**src/shared/fles_pkg.sv**
```systemverilog
// Purpose: constants and types shared by the flash lock and erase sequencer
// Assumes: 8-bit register file port, 100 MHz ref_clk
// Notes: register offsets are register-file addresses, not byte lanes
package fles_pkg;
    // ********************************
    // register map
    // ********************************
    localparam logic [7:0] ADDR_FLASH_COMMAND = 8'h01;
    localparam logic [7:0] ADDR_PAGE_SELECTOR = 8'h02;
    localparam logic [7:0] RST_PAGE_SELECTOR = 8'h00;
    localparam logic [7:0] RST_SECTOR_LOCK = 8'h00;
    localparam logic [7:0] RST_FLASH_STATE = 8'h00;
    localparam logic [15:0] RST_TIMING_DIVISOR = 16'h0000;
    // ********************************
    // command codes
    // ********************************
    localparam logic [7:0] CMD_KEY1 = 8'h73;
    localparam logic [7:0] CMD_KEY2 = 8'h8C;
    localparam logic [7:0] CMD_PAGE_ERASE = 8'h95;
    localparam logic [7:0] CMD_MASS_ERASE = 8'h63;
    localparam logic [7:0] CMD_SECTOR_SEL = 8'h5E;
    localparam logic [7:0] ERASED_BYTE = 8'hFF;
    // ********************************
    // page selector fields
    // ********************************
    localparam int INFO_AREA_BIT = 7;
    localparam logic [6:0] INFO_USER_PAGE = 7'h03;
    localparam int PAGES_PER_SECTOR_LOG2 = 4;
    localparam int MAIN_PAGE_BYTES = 512;
    localparam int INFO_PAGE_BYTES = 64;
    // ********************************
    // timing
    // ********************************
    localparam int CLK_MHZ = 100;
    localparam int PROG_TIME_US = 55;
    localparam int ERASE_TIME_MS = 10;
    localparam int PROG_CYCLES = PROG_TIME_US * CLK_MHZ;
    localparam int ERASE_CYCLES = ERASE_TIME_MS * 1000 * CLK_MHZ;
    // ********************************
    // status codes
    // ********************************
    typedef enum logic [5:0] {
        ST_LOCKED = 6'b000000,
        ST_KEY1 = 6'b000001,
        ST_KEY2 = 6'b000010,
        ST_UNLOCKED = 6'b000011,
        ST_SECTOR_SEL = 6'b000100,
        ST_PROGRAM = 6'b001000,
        ST_PAGE_ERASE = 6'b010000,
        ST_MASS_ERASE = 6'b100000
    } fles_state_t;
    typedef struct packed {
        logic wr;
        logic rd;
        logic [7:0] addr;
        logic [7:0] wdata;
        logic from_port;
    } fles_reg_req_t;
    typedef struct packed {
        logic wr;
        logic [15:0] addr;
        logic [7:0] wdata;
        logic info;
    } fles_prog_req_t;
endpackage : fles_pkg

```
**src/design/fles_sequencer.sv**
```systemverilog
// Purpose: lock, unlock, erase and sector-protect sequencer of an on-chip flash
// Assumes: register writes are single-cycle strobes synchronous to ref_clk
// Notes: the flash array is outside; this block drives its program/erase strobes
//
// Function
// - reset leaves controller locked; program and erase refused until unlocked
// - page select write, then 73H then 8CH advance unlock state
// - page select rewrite must match earlier value, else relock
// - 95H when unlocked starts page erase of a page in an unprotected main sector, or of info page 3
// - an out-of-sequence command write relocks the controller unless a program or erase is running
// - unlocked page accepts repeated byte writes; next command write relocks
// - 5EH routes next write at 02H to sector lock
// - sector lock bits reset zero, set once, stay set
// - sectors are 16 pages; small part 4 sectors, large 8
// - only the page held in the page selector is programmable; mass erase relocks on completion, clearing its all-bytes enable
// - programming only clears bits; erased byte reads FFH
// - cpu stalled while cpu-started program or erase runs; clock keeps running
// - page erase sets whole selected page to FFH
// - controller relocks after page or mass erase completes
// - port busy bit 3 held while port-started operation runs
// - 63H starts mass erase of main memory only
// - mass erase accepted only from the serial programming port
// - protected info page 3 erase needs mass erase this session
// - six-bit status code reports state, upper two bits zero
// - command and status share address 01H, status always readable
// - page selector bit 7 picks info area, low bits page
// - durations are fixed cycle counts, timing divisor ignored; about 55 us and 10 ms at 100 MHz
// - sector lock bit n protects sector n
module fles_sequencer #(
    parameter int SECTORS = 8,
    parameter int PROG_CYCLES = fles_pkg::PROG_CYCLES,
    parameter int ERASE_CYCLES = fles_pkg::ERASE_CYCLES,
    parameter int TWIDTH = 24
) (
    input wire logic ref_clk,
    input wire logic resetn,
    input wire logic clk_en,
    input wire fles_pkg::fles_reg_req_t reg_req,
    output logic [7:0] reg_rdata,
    input wire fles_pkg::fles_prog_req_t prog_req,
    input wire logic protect_option,
    input wire logic [15:0] timing_divisor,
    output logic cpu_stall,
    output logic port_busy,
    output logic [7:0] port_status,
    output logic flash_prog,
    output logic flash_page_erase,
    output logic flash_mass_erase,
    output logic flash_info,
    output logic [15:0] flash_addr,
    output logic [7:0] flash_wdata,
    output logic [7:0] sector_lock
);
    fles_pkg::fles_state_t state_reg;
    fles_pkg::fles_state_t state_next;
    logic [7:0] page_selector_reg;
    logic [7:0] first_page_reg;
    logic [7:0] sector_lock_reg;
    logic mass_enabled_reg;
    logic page_active_reg;
    logic port_op_reg;
    logic mass_done_session_reg;
    logic timer_start;
    logic [TWIDTH-1:0] timer_cycles;
    logic timer_busy;
    logic timer_done;
    logic cmd_wr;
    logic ps_wr;
    logic in_page;
    logic sector_open;

    // ********************************
    // helpers
    // ********************************
    function automatic logic [2:0] sector_of(input logic [6:0] page);
        sector_of = page[6:fles_pkg::PAGES_PER_SECTOR_LOG2];
    endfunction : sector_of

    function automatic logic sector_ok(input logic [7:0] locks, input logic [6:0] page);
        logic [2:0] s;
        s = sector_of(page);
        sector_ok = (32'(s) < SECTORS) ? !locks[s] : 1'b0;
    endfunction : sector_ok

    // divisor ignored: fixed counts, about 55 us and 10 ms at 100 MHz ref_clk
    function automatic logic [TWIDTH-1:0] scale(input int base, input logic [15:0] div);
        scale = (div == 16'h0000) ? TWIDTH'(base) : TWIDTH'(base);
    endfunction : scale

    assign cmd_wr = reg_req.wr && reg_req.addr == fles_pkg::ADDR_FLASH_COMMAND;
    assign ps_wr = reg_req.wr && reg_req.addr == fles_pkg::ADDR_PAGE_SELECTOR;
    // page mode restricts programming to the active page, mass mode opens all pages of unprotected sectors
    assign in_page = page_selector_reg[fles_pkg::INFO_AREA_BIT]
        ? (prog_req.info && prog_req.addr[7:6] == page_selector_reg[1:0])
        : (!prog_req.info && prog_req.addr[15:9] == page_selector_reg[6:0]);
    assign sector_open = prog_req.info || sector_ok(sector_lock_reg, prog_req.addr[15:9]);

    // ********************************
    // state machine
    // ********************************
    always_comb
    begin
        state_next = state_reg;
        timer_start = 1'b0;
        timer_cycles = scale(PROG_CYCLES, timing_divisor);
        unique case (state_reg)
            fles_pkg::ST_LOCKED:
                if (cmd_wr && reg_req.wdata == fles_pkg::CMD_KEY1)
                    state_next = fles_pkg::ST_KEY1;
            fles_pkg::ST_KEY1:
                if (cmd_wr)
                    state_next = (reg_req.wdata == fles_pkg::CMD_KEY2)
                        ? fles_pkg::ST_KEY2 : fles_pkg::ST_LOCKED;
                else if (ps_wr)
                    state_next = fles_pkg::ST_LOCKED;
            fles_pkg::ST_KEY2:
                if (ps_wr)
                    state_next = (reg_req.wdata == first_page_reg)
                        ? fles_pkg::ST_UNLOCKED : fles_pkg::ST_LOCKED;
                else if (cmd_wr)
                    state_next = fles_pkg::ST_LOCKED;
            fles_pkg::ST_UNLOCKED:
                if (cmd_wr)
                begin
                    state_next = fles_pkg::ST_LOCKED;
                    if (reg_req.wdata == fles_pkg::CMD_SECTOR_SEL)
                        state_next = fles_pkg::ST_SECTOR_SEL;
                    else if (reg_req.wdata == fles_pkg::CMD_PAGE_ERASE && page_active_reg)
                    begin
                        if (page_selector_reg[fles_pkg::INFO_AREA_BIT]
                            ? (page_selector_reg[6:0] == fles_pkg::INFO_USER_PAGE
                               && (!protect_option || mass_done_session_reg))
                            : sector_ok(sector_lock_reg, page_selector_reg[6:0]))
                        begin
                            state_next = fles_pkg::ST_PAGE_ERASE;
                            timer_start = 1'b1;
                            timer_cycles = scale(ERASE_CYCLES, timing_divisor);
                        end
                    end
                    else if (reg_req.wdata == fles_pkg::CMD_MASS_ERASE && reg_req.from_port)
                    begin
                        state_next = fles_pkg::ST_MASS_ERASE;
                        timer_start = 1'b1;
                        timer_cycles = scale(ERASE_CYCLES, timing_divisor);
                    end
                end
                else if (prog_req.wr && (in_page || mass_enabled_reg) && sector_open)
                begin
                    state_next = fles_pkg::ST_PROGRAM;
                    timer_start = 1'b1;
                end
            fles_pkg::ST_SECTOR_SEL:
                if (ps_wr)
                    state_next = fles_pkg::ST_UNLOCKED;
                else if (cmd_wr)
                    state_next = fles_pkg::ST_LOCKED;
            fles_pkg::ST_PROGRAM:
                if (timer_done)
                    state_next = fles_pkg::ST_UNLOCKED;
            fles_pkg::ST_PAGE_ERASE, fles_pkg::ST_MASS_ERASE:
                if (timer_done)
                    state_next = fles_pkg::ST_LOCKED;
            default:
                state_next = fles_pkg::ST_LOCKED;
        endcase
    end

    always_ff @(posedge ref_clk or negedge resetn)
    begin
        if (!resetn)
            state_reg <= fles_pkg::ST_LOCKED;
        else if (clk_en)
            state_reg <= state_next;
    end

    // ********************************
    // page selector and unlock memory
    // ********************************
    always_ff @(posedge ref_clk or negedge resetn)
    begin
        if (!resetn)
        begin
            page_selector_reg <= fles_pkg::RST_PAGE_SELECTOR;
            first_page_reg <= fles_pkg::RST_PAGE_SELECTOR;
            page_active_reg <= 1'b0;
        end
        else if (clk_en)
        begin
            if (ps_wr && state_reg != fles_pkg::ST_SECTOR_SEL)
                page_selector_reg <= reg_req.wdata;
            if (ps_wr && state_reg == fles_pkg::ST_LOCKED)
                first_page_reg <= reg_req.wdata;
            if (state_next == fles_pkg::ST_LOCKED)
                page_active_reg <= 1'b0;
            else if (state_reg == fles_pkg::ST_KEY2 && state_next == fles_pkg::ST_UNLOCKED)
                page_active_reg <= 1'b1;
        end
    end

    // write-once bits; only a power-down clears them, modelled by reset
    always_ff @(posedge ref_clk or negedge resetn)
    begin
        if (!resetn)
            sector_lock_reg <= fles_pkg::RST_SECTOR_LOCK;
        else if (clk_en && ps_wr && state_reg == fles_pkg::ST_SECTOR_SEL)
            sector_lock_reg <= sector_lock_reg | reg_req.wdata;
    end

    // mass mode stays open until relock; session flag gates info page 3
    always_ff @(posedge ref_clk or negedge resetn)
    begin
        if (!resetn)
        begin
            mass_enabled_reg <= 1'b0;
            mass_done_session_reg <= 1'b0;
            port_op_reg <= 1'b0;
        end
        else if (clk_en)
        begin
            if (state_reg == fles_pkg::ST_MASS_ERASE && timer_done)
                mass_done_session_reg <= 1'b1;
            if (state_next == fles_pkg::ST_LOCKED)
                mass_enabled_reg <= 1'b0;
            else if (state_next == fles_pkg::ST_MASS_ERASE)
                mass_enabled_reg <= 1'b1;
            if (timer_start)
                port_op_reg <= reg_req.from_port;
        end
    end

    fles_timer #(
        .WIDTH(TWIDTH)
    ) u_timer (
        .ref_clk(ref_clk),
        .resetn(resetn),
        .clk_en(clk_en),
        .start(timer_start),
        .cycles(timer_cycles),
        .busy(timer_busy),
        .done(timer_done)
    );

    // ********************************
    // flash array strobes and status
    // ********************************
    always_ff @(posedge ref_clk or negedge resetn)
    begin
        if (!resetn)
        begin
            flash_prog <= 1'b0;
            flash_page_erase <= 1'b0;
            flash_mass_erase <= 1'b0;
            flash_info <= 1'b0;
            flash_addr <= 16'h0000;
            flash_wdata <= fles_pkg::ERASED_BYTE;
        end
        else if (clk_en)
        begin
            flash_prog <= timer_start && state_next == fles_pkg::ST_PROGRAM;
            flash_page_erase <= timer_start && state_next == fles_pkg::ST_PAGE_ERASE;
            flash_mass_erase <= timer_start && state_next == fles_pkg::ST_MASS_ERASE;
            if (timer_start)
            begin
                // mass erase never reaches the info area
                flash_info <= (state_next == fles_pkg::ST_PROGRAM) ? prog_req.info
                    : page_selector_reg[fles_pkg::INFO_AREA_BIT]
                    && state_next == fles_pkg::ST_PAGE_ERASE;
                flash_addr <= (state_next == fles_pkg::ST_PROGRAM) ? prog_req.addr
                    : {page_selector_reg[6:0], 9'h000};
                flash_wdata <= prog_req.wdata;  // array ANDs this into the cell
            end
        end
    end

    always_ff @(posedge ref_clk or negedge resetn)
    begin
        if (!resetn)
            reg_rdata <= fles_pkg::RST_FLASH_STATE;
        else if (clk_en && reg_req.rd)
            reg_rdata <= (reg_req.addr == fles_pkg::ADDR_FLASH_COMMAND)
                ? {2'b00, state_reg} : (reg_req.addr == fles_pkg::ADDR_PAGE_SELECTOR)
                ? page_selector_reg : 8'h00;
    end

    assign cpu_stall = timer_busy && !port_op_reg;
    assign port_busy = timer_busy && port_op_reg;
    assign port_status = {4'h0, port_busy, 3'b000};
    assign sector_lock = sector_lock_reg;

    // ********************************
    // checks
    // ********************************
    chk_key_order: assert property (@(posedge ref_clk) disable iff (!resetn)
        clk_en && state_reg == fles_pkg::ST_KEY1 && cmd_wr
        && reg_req.wdata == fles_pkg::CMD_KEY2 |=> state_reg == fles_pkg::ST_KEY2)
        else $error("second key not accepted");
    chk_bad_cmd_lock: assert property (@(posedge ref_clk) disable iff (!resetn)
        clk_en && state_reg == fles_pkg::ST_KEY2 && cmd_wr |=> state_reg == fles_pkg::ST_LOCKED)
        else $error("bad command did not relock");
    chk_page_match: assert property (@(posedge ref_clk) disable iff (!resetn)
        clk_en && state_reg == fles_pkg::ST_KEY2 && ps_wr && reg_req.wdata != first_page_reg
        |=> state_reg == fles_pkg::ST_LOCKED)
        else $error("page mismatch did not relock");
    chk_lock_sticky: assert property (@(posedge ref_clk) disable iff (!resetn)
        (sector_lock_reg & ~$past(sector_lock_reg)) == 8'h00
        || $past(state_reg) == fles_pkg::ST_SECTOR_SEL)
        else $error("sector lock changed outside selection");
    chk_lock_clear: assert property (@(posedge ref_clk) disable iff (!resetn)
        (~sector_lock_reg & $past(sector_lock_reg)) == 8'h00)
        else $error("sector lock bit cleared");
    chk_mass_source: assert property (@(posedge ref_clk) disable iff (!resetn)
        clk_en && state_reg == fles_pkg::ST_UNLOCKED && cmd_wr && !reg_req.from_port
        |=> state_reg != fles_pkg::ST_MASS_ERASE)
        else $error("mass erase from cpu");
    chk_erase_relock: assert property (@(posedge ref_clk) disable iff (!resetn)
        clk_en && timer_done && state_reg == fles_pkg::ST_PAGE_ERASE
        |=> state_reg == fles_pkg::ST_LOCKED)
        else $error("no relock after erase");
    chk_status_upper: assert property (@(posedge ref_clk) disable iff (!resetn)
        $past(clk_en && reg_req.rd && reg_req.addr == fles_pkg::ADDR_FLASH_COMMAND)
        |-> reg_rdata[7:6] == 2'b00 && reg_rdata[5:0] == $past(state_reg))
        else $error("status readback wrong");
    chk_stall_busy: assert property (@(posedge ref_clk) disable iff (!resetn)
        cpu_stall |-> state_reg inside {fles_pkg::ST_PROGRAM, fles_pkg::ST_PAGE_ERASE,
        fles_pkg::ST_MASS_ERASE})
        else $error("stall outside operation");
    cov_unlock: cover property (@(posedge ref_clk) state_reg == fles_pkg::ST_UNLOCKED);
    cov_page_erase: cover property (@(posedge ref_clk) flash_page_erase);
    cov_mass_erase: cover property (@(posedge ref_clk) flash_mass_erase);
    cov_program: cover property (@(posedge ref_clk) flash_prog);
endmodule : fles_sequencer

```
**src/design/fles_timer.sv**
```systemverilog
// Purpose: operation duration timer for program and erase
// Assumes: started with a one-cycle pulse, count fixed while running
// Notes: done is a one-cycle pulse when the count expires
module fles_timer #(
    parameter int WIDTH = 24
) (
    input wire logic ref_clk,
    input wire logic resetn,
    input wire logic clk_en,
    input wire logic start,
    input wire logic [WIDTH-1:0] cycles,
    output logic busy,
    output logic done
);
    logic [WIDTH-1:0] count_reg;

    always_ff @(posedge ref_clk or negedge resetn)
    begin
        if (!resetn)
        begin
            count_reg <= '0;
            busy <= 1'b0;
            done <= 1'b0;
        end
        else if (clk_en)
        begin
            done <= 1'b0;
            if (start)
            begin
                count_reg <= (cycles == '0) ? WIDTH'(1) : cycles;
                busy <= 1'b1;
            end
            else if (busy)
            begin
                if (count_reg == WIDTH'(1))
                begin
                    busy <= 1'b0;
                    done <= 1'b1;
                end
                count_reg <= count_reg - WIDTH'(1);
            end
        end
    end
endmodule : fles_timer

```
**config.mk**
```make
export PLATFORM = sky130hd
export DESIGN_NAME = fles_sequencer
export DESIGN_NICKNAME = d
export VERILOG_FILES = /design/src/shared/fles_pkg.sv /design/src/design/fles_sequencer.sv /design/src/design/fles_timer.sv
export SDC_FILE = /design/constraint.sdc
export NUM_CORES = 1
export LEC_CHECK = 0
export BUFFER_PORTS_ARGS = -buffer_cell sky130_fd_sc_hd__buf_4
export CAP_MARGIN = 20
export CORE_AREA = 2 2 101 103
export DETAILED_ROUTE_END_ITERATION = 8
export DIE_AREA = 0 0 103 105
export HOLD_SLACK_MARGIN = 0.02
export PLACE_DENSITY = 0.8
export SYNTH_ARGS = -nofsm -noshare
export SYNTH_HDL_FRONTEND = slang
export SYNTH_SLANG_ARGS = --single-unit
```
**constraint.sdc**
```tcl
create_clock -name ref_clk -period 3.3 [get_ports ref_clk]
set_clock_uncertainty 0.05 [all_clocks]
set_input_delay 0.165 -clock ref_clk [delete_from_list [all_inputs] [get_ports ref_clk]]
set_output_delay 0.165 -clock ref_clk [all_outputs]
set_load 0.01 [all_outputs]
```
## Word-level counts from Yosys, hierarchy flattened

Cells that the tools add are included.

- Output and inout bits: 54
- Bits in registers: 96
- Input bits: 65

- Add/sub/neg operators: 1
- Magnitude comparators: 2
- Equal/unequal tests: 24
- Bitwise logic cells: 1
- Reduce and logical (&&, ||, !) cells: 45
- Mux-type cells: 53

Operators with widths:

| kind | count |
|---|---|
| 24-bit two-way mux | 7 |
| 6-bit two-way mux | 13 |
| 6-bit case mux with 7 select lines | 1 |
| 20-bit two-way mux | 2 |
| 24-bit by 1-bit == test with 1-bit output (second input constant) | 1 |
| 8-bit by 7-bit == test with 1-bit output (second input constant) | 3 |
| 24-bit logical NOT | 1 |
| 24-bit by 1-bit subtractor with 24-bit output (second input constant) | 1 |
| 1-bit logical AND | 23 |
| 1-bit two-way mux | 22 |
| 6-bit by 2-bit == test with 1-bit output (second input constant) | 3 |
| 8-bit == test (second input constant) | 2 |
| 16-bit two-way mux | 1 |
| 8-bit two-way mux | 2 |
| 2-bit AND reduction | 7 |
| 6-bit by 4-bit == test with 1-bit output (second input constant) | 2 |
| 6-bit by 5-bit == test with 1-bit output (second input constant) | 2 |
| 6-bit == test (second input constant) | 2 |
| 6-bit logical NOT | 2 |
| 8-bit by 1-bit == test with 1-bit output (second input constant) | 1 |
| 8-bit by 2-bit == test with 1-bit output (second input constant) | 1 |
| 8-bit == test | 1 |
| 3-bit by 4-bit less-than comparator with 1-bit output (second input constant) | 2 |
| 8-bit bitwise OR | 1 |
| 13 further kinds | 23 |

## Depth between registers and ports, before layout

- Depth after elaboration: 13
- Depth in mapped cells: 10
- Mapped depth without buffers: 9

## Modules after synthesis

Synthesis repeated with hierarchy kept, for this count alone.

- Cell total of the unflattened synthesis: 603
- Area, all modules: 5774.3 µm²

By module, submodules not included:

| module | instances | area an instance (µm²) | cells each | sequential area each (µm²) |
|---|---|---|---|---|
| fles_sequencer | 1 | 4011.3 | 397 | 1761.7 |
| fles_timer | 1 | 1762.9 | 206 | 650.6 |

## Least setup slack after synthesis

OpenSTA, ideal clock, no wires.

- Path type: reg2reg
- Start: reg state_reg[3]
- End: reg flash_mass_erase
- Data required time: 3130 ps
- Arrival time: 2217 ps
- Library setup time: 120 ps
- Stages on the path, launching flop included: 10
- Path slack: 913 ps
- Cell sequence: dfrtp_1 -> clkbuf_2 -> nor4b_4 -> nand2_1 -> nor2_1 -> nand4_1 -> o21a_1 -> buf_2 -> and4_1 -> a31o_2

- Word-level cells in the longest chain between the ends: 5

RTL lines:

| element | RTL line | source |
|---|---|---|
| start, declared | fles_sequencer.sv:54 | `fles_pkg::fles_state_t state_reg;` |
| start signal, assigned | fles_sequencer.sv:171 | `state_reg <= fles_pkg::ST_LOCKED;` |
| start signal, assigned | fles_sequencer.sv:173 | `state_reg <= state_next;` |
| 6-bit == test, or another cell as far along | fles_sequencer.sv:106 | `unique case (state_reg)` |
| 2-bit OR reduction, or another cell as far along | fles_sequencer.sv:106 |  |
| 6-bit case mux with 7 select lines | fles_sequencer.sv:106 |  |
| 6-bit == test | fles_sequencer.sv:261 | `flash_mass_erase <= timer_start && state_next == fles_pkg::ST_MASS_ERASE;` |
| 1-bit logical AND * | fles_sequencer.sv:261 |  |
| end signal, assigned | fles_sequencer.sv:261 |  |
| end, declared | fles_sequencer.sv:48 | `output logic flash_mass_erase,` |

Every way passes the cells marked *; elsewhere a longest branch is shown, timed or not.
A chain may end at the register's enable or synchronous reset.

## Final worst setup path

- Start: in reg_req[2] (netlist name)
- End: reg u_timer.count_reg[14]

- Word-level cells in the longest chain between the ends: 10

RTL lines:

| element | RTL line | source |
|---|---|---|
| start, declared | fles_sequencer.sv:38 | `input wire fles_pkg::fles_reg_req_t reg_req,` |
| 8-bit by 7-bit == test with 1-bit output | fles_sequencer.sv:140 | `else if (reg_req.wdata == fles_pkg::CMD_MASS_ERASE && reg_req.from_port)` |
| 1-bit logical AND | fles_sequencer.sv:140 |  |
| 20-bit two-way mux | fles_sequencer.sv:140 |  |
| 24-bit two-way mux | fles_sequencer.sv:128 | `else if (reg_req.wdata == fles_pkg::CMD_PAGE_ERASE && page_active_reg)` |
| 24-bit two-way mux | fles_sequencer.sv:126 | `if (reg_req.wdata == fles_pkg::CMD_SECTOR_SEL)` |
| 24-bit two-way mux | fles_sequencer.sv:123 | `if (cmd_wr)` |
| 24-bit two-way mux | fles_sequencer.sv:106 |  |
| 24-bit logical NOT | fles_timer.sv:30 | `count_reg <= (cycles == '0) ? WIDTH'(1) : cycles;` |
| 24-bit two-way mux | fles_timer.sv:30 |  |
| 24-bit two-way mux | fles_timer.sv:28 | `if (start)` |
| end signal, assigned | fles_timer.sv:30 |  |
| end signal, assigned | fles_timer.sv:40 | `count_reg <= count_reg - WIDTH'(1);` |
| end, declared | fles_timer.sv:15 | `logic [WIDTH-1:0] count_reg;` |

Parallel ways exist; a longest one is shown, timed or not.

==> metrics <==
status finished clean; total gr overflow 0; first-pass GRT wire length about 22,000 um; synth warn 0; fin nets between 700 and 800; IO buf count between 90 and 100; Antenna Cells 0; top cells by area, synth dfrtp_1 (42%), nand2_1 (6.5%), dfstp_2 (4.0%); CP top delay family compound AO/OA/AOI/OAI gates; Final Hold Viols 0; area taken by multi-input logic gates between 0.002 and 0.003 mm^2; clock tree buffer depth 2; Clk pin slew, worst setup/hold paths 0.10 ns; Hold WC Path Type input pin to flop; vias 4,721; Distinct cells, synth roughly 70; critical path cell sequence dlygate4sd3_1 > buf_4 > or3b_1 > or4_1 > a311o_1 > a31oi_4 > nor2_1 > o311ai_1 > o211ai_1; Synth Register Bits 96; antenna viol nets, final 0; Inserted Clock Buffers 9; Max Fclk 346 MHz; RSZ-0062 raised after global routing false; max FFs per register 24; initial antenna violation count 0; worst skew pair latency around 0.38 ns; share of layout cells above drive strength 1 0.243; CP required around 3.5 ns; # clock sinks 96; power per cell area 394 mW/mm^2; WHS 0.0397 ns; ys flop type dfrtp_1; Synth async-reset ratio 1.00; DRC 0; cells on worst reg2reg path 7; Die Ht between 100 and 150 um; DRT Pass-1 Iters 5; slowest stage delay, CP 0.55 ns; CP Capture Type flop; wire length per cell approximately 17 um; CTS tree done; routability cong. 0.904; Startpoint Class input pin; largest fanout on the critical path 13; crit path DAT 3.09 ns; mean area per synthesized cell 9.46 um^2; initial DRC count around 270; Placed Cells roughly 770; Mapped Cells between 500 and 600; Cell Rows 36; register area share after synthesis 0.458; crit share post-route 0.875; area grow syn2layout 24.4%; hpwl dp approximately 10000 um; Non-Filler Instances approximately 810; top cell type's share of synthesized area 0.418; min Tclk post-route about 2.9 ns; cell count along the critical path 9; Bufs and invs on worst path 2; largest area contributor in the netlist dfrtp_1; core area slightly below 0.01 mm^2; Cell Area, Synth ~0.0053 mm^2; peak supply drop approximately 0.43 mV; setup TNS 0 ns; GR Util All Layers 0.261; worst slew pin tran about 0.68 ns; Max Transition Viols Final 0; Die ar. 0.0108 mm^2; P_leak 3.11 nW; Worst Setup Path Type input pin to flop; EDFF count, synth 0; Slew HR 0.546; Initial Util 0.547; Hold Path Stages 2; Root Driver clkbuf_8; Resize count post-CTS 0; Max Cap Violations 0; DRT Wirelength roughly 14,000 um; final setup vio count 0; slowest stage cell, crit path dlygate4sd3_1; Setup Fix Bufs, Post-CTS 0; IO Count approximately 120; Sequential Area about 0.0024 mm^2; largest net degree at the start of global routing 43; vias in the first global route between 4,000 and 5,000; Hold Buf Count CTS 25; vias per inst approximately 5.8; # fillers between 700 and 800; Max H-tree Level 3; Die Wd between 100 and 150 um
==> cells in the mapped netlist, types with 3 or more instances <==
cell type and count:
dfstp_2 8, o21ai_1 4, or2_2 4, nor4_1 10
nand3b_1 8, o21a_1 3, or3_1 3, inv_1 11
dfrtp_1 88, nor3_1 13, nand2b_1 5, o31ai_1 6
a21o_1 9, o21ai_0 27, a21oi_2 6, a22o_1 4
mux2i_1 11, and4_1 5, buf_4 11, buf_6 3
nor4b_1 6, xnor2_1 23, a21oi_1 13, nand3_1 17
nor2_1 50, a22oi_1 7, or4_1 6, and2_1 5
nand2_1 91, clkbuf_1 15, nand4_1 10, or4b_2 3
nor2b_1 6, xor2_1 3, mux2_2 17
==> kinds of logic (layout without fill, tap and decap cells) <==
kind of cell,Yosys count,after routing,synth area share
DFF,96,96,0.458
xor gates and xnor gates,26,26,0.0432
muxes,30,30,0.0658
and+or+nand+nor,251,251,0.241
buffers and inverters,43,158,0.0435
AOI/OAI and AO/OA,108,108,0.143
other,1,7,0.000712
adders and majority gates,2,2,0.00475
==> final cells by class <==
type | instances | area share
timing repair buffer | 131 | 0.162
clock buffer | 9 | 0.0189
tap | 133 | 0.0254
sequential | 96 | 0.368
inverter | 11 | 0.00630
multi-input combinational | 424 | 0.404
clock inverter | 7 | 0.0155
==> metrics by stage <==
stage	utilization	setup slack (ns)	area, um^2	power (W)
after floorplan	-	0.913	5290	0.00153
after global placement	0.630	0.692	6070	0.00167
after detailed placement	0.630	0.603	6070	0.00169
after CTS	0.679	0.488	6550	0.00259
after global routing	0.680	0.347	6560	0.00270
final	0.680	0.411	6560	0.00258
==> layout by cell type, fill, tap and decap left out, types with 3 or more instances in the layout <==
cell	count
nand3_1	17
mux2_2	17
nand2b_1	5
clkbuf_8	9
or2_2	4
or4b_2	3
dfrtp_1	88
nand2_1	91
or3_1	3
nor4b_1	6
and2_1	5
nor2_1	50
a21oi_2	6
dlygate4sd3_1	26
dfstp_2	8
a22o_1	4
a22oi_1	7
nor4_1	10
a21oi_1	13
buf_4	104
inv_1	11
o21ai_1	4
o21a_1	3
nor3_1	13
nand3b_1	8
o31ai_1	6
xnor2_1	23
o21ai_0	27
or4_1	6
mux2i_1	11
and4_1	5
xor2_1	3
nand4_1	10
nor2b_1	6
a21o_1	9
conb_1	7
==> final timing paths <==
| kind | slack (ns) | endpoint | from |
|---|---|---|---|
| min in group asynchronous | 0.23 | u_timer.count_reg[2] | resetn |
| max reg2reg | 0.55 | u_timer.count_reg[14] | page_selector_reg[5] |
| min | 0.04 | sector_lock[4] | reg_req[5] |
| max | 0.41 | u_timer.count_reg[14] | reg_req[2] |
| max in group asynchronous | 2.17 | flash_wdata[6] | resetn |
| min reg2reg | 0.41 | flash_wdata[4] | flash_wdata[4] |
==> metal layers <==
layer | track usage | part of all wire | vias to the layer above
met5 | 0 | 0 | -
met4 | 0.0959 | 0.025 | 0
met3 | 0.0482 | 0.048 | 33
met2 | 0.435 | 0.52 | 176
met1 | 0.336 | 0.41 | 2302
li1 | - | - | 2210
==> worst reg2reg max path: cells and delay by family (launching register included) <==
family	cells	cell delay (ns)
and+or+nand+nor	1	0.14
DFF	1	0.63
AOI/OAI and AO/OA	5	1.41
muxes	1	0.40
==> report_power, final <==
group	switching (W)	total (W)	internal [W]
sequential	0.0000841	0.00132	0.00124
clock	0.000448	0.000884	0.000436
combinational	0.000196	0.000377	0.000181
Power figures use the tool's default switching activity.
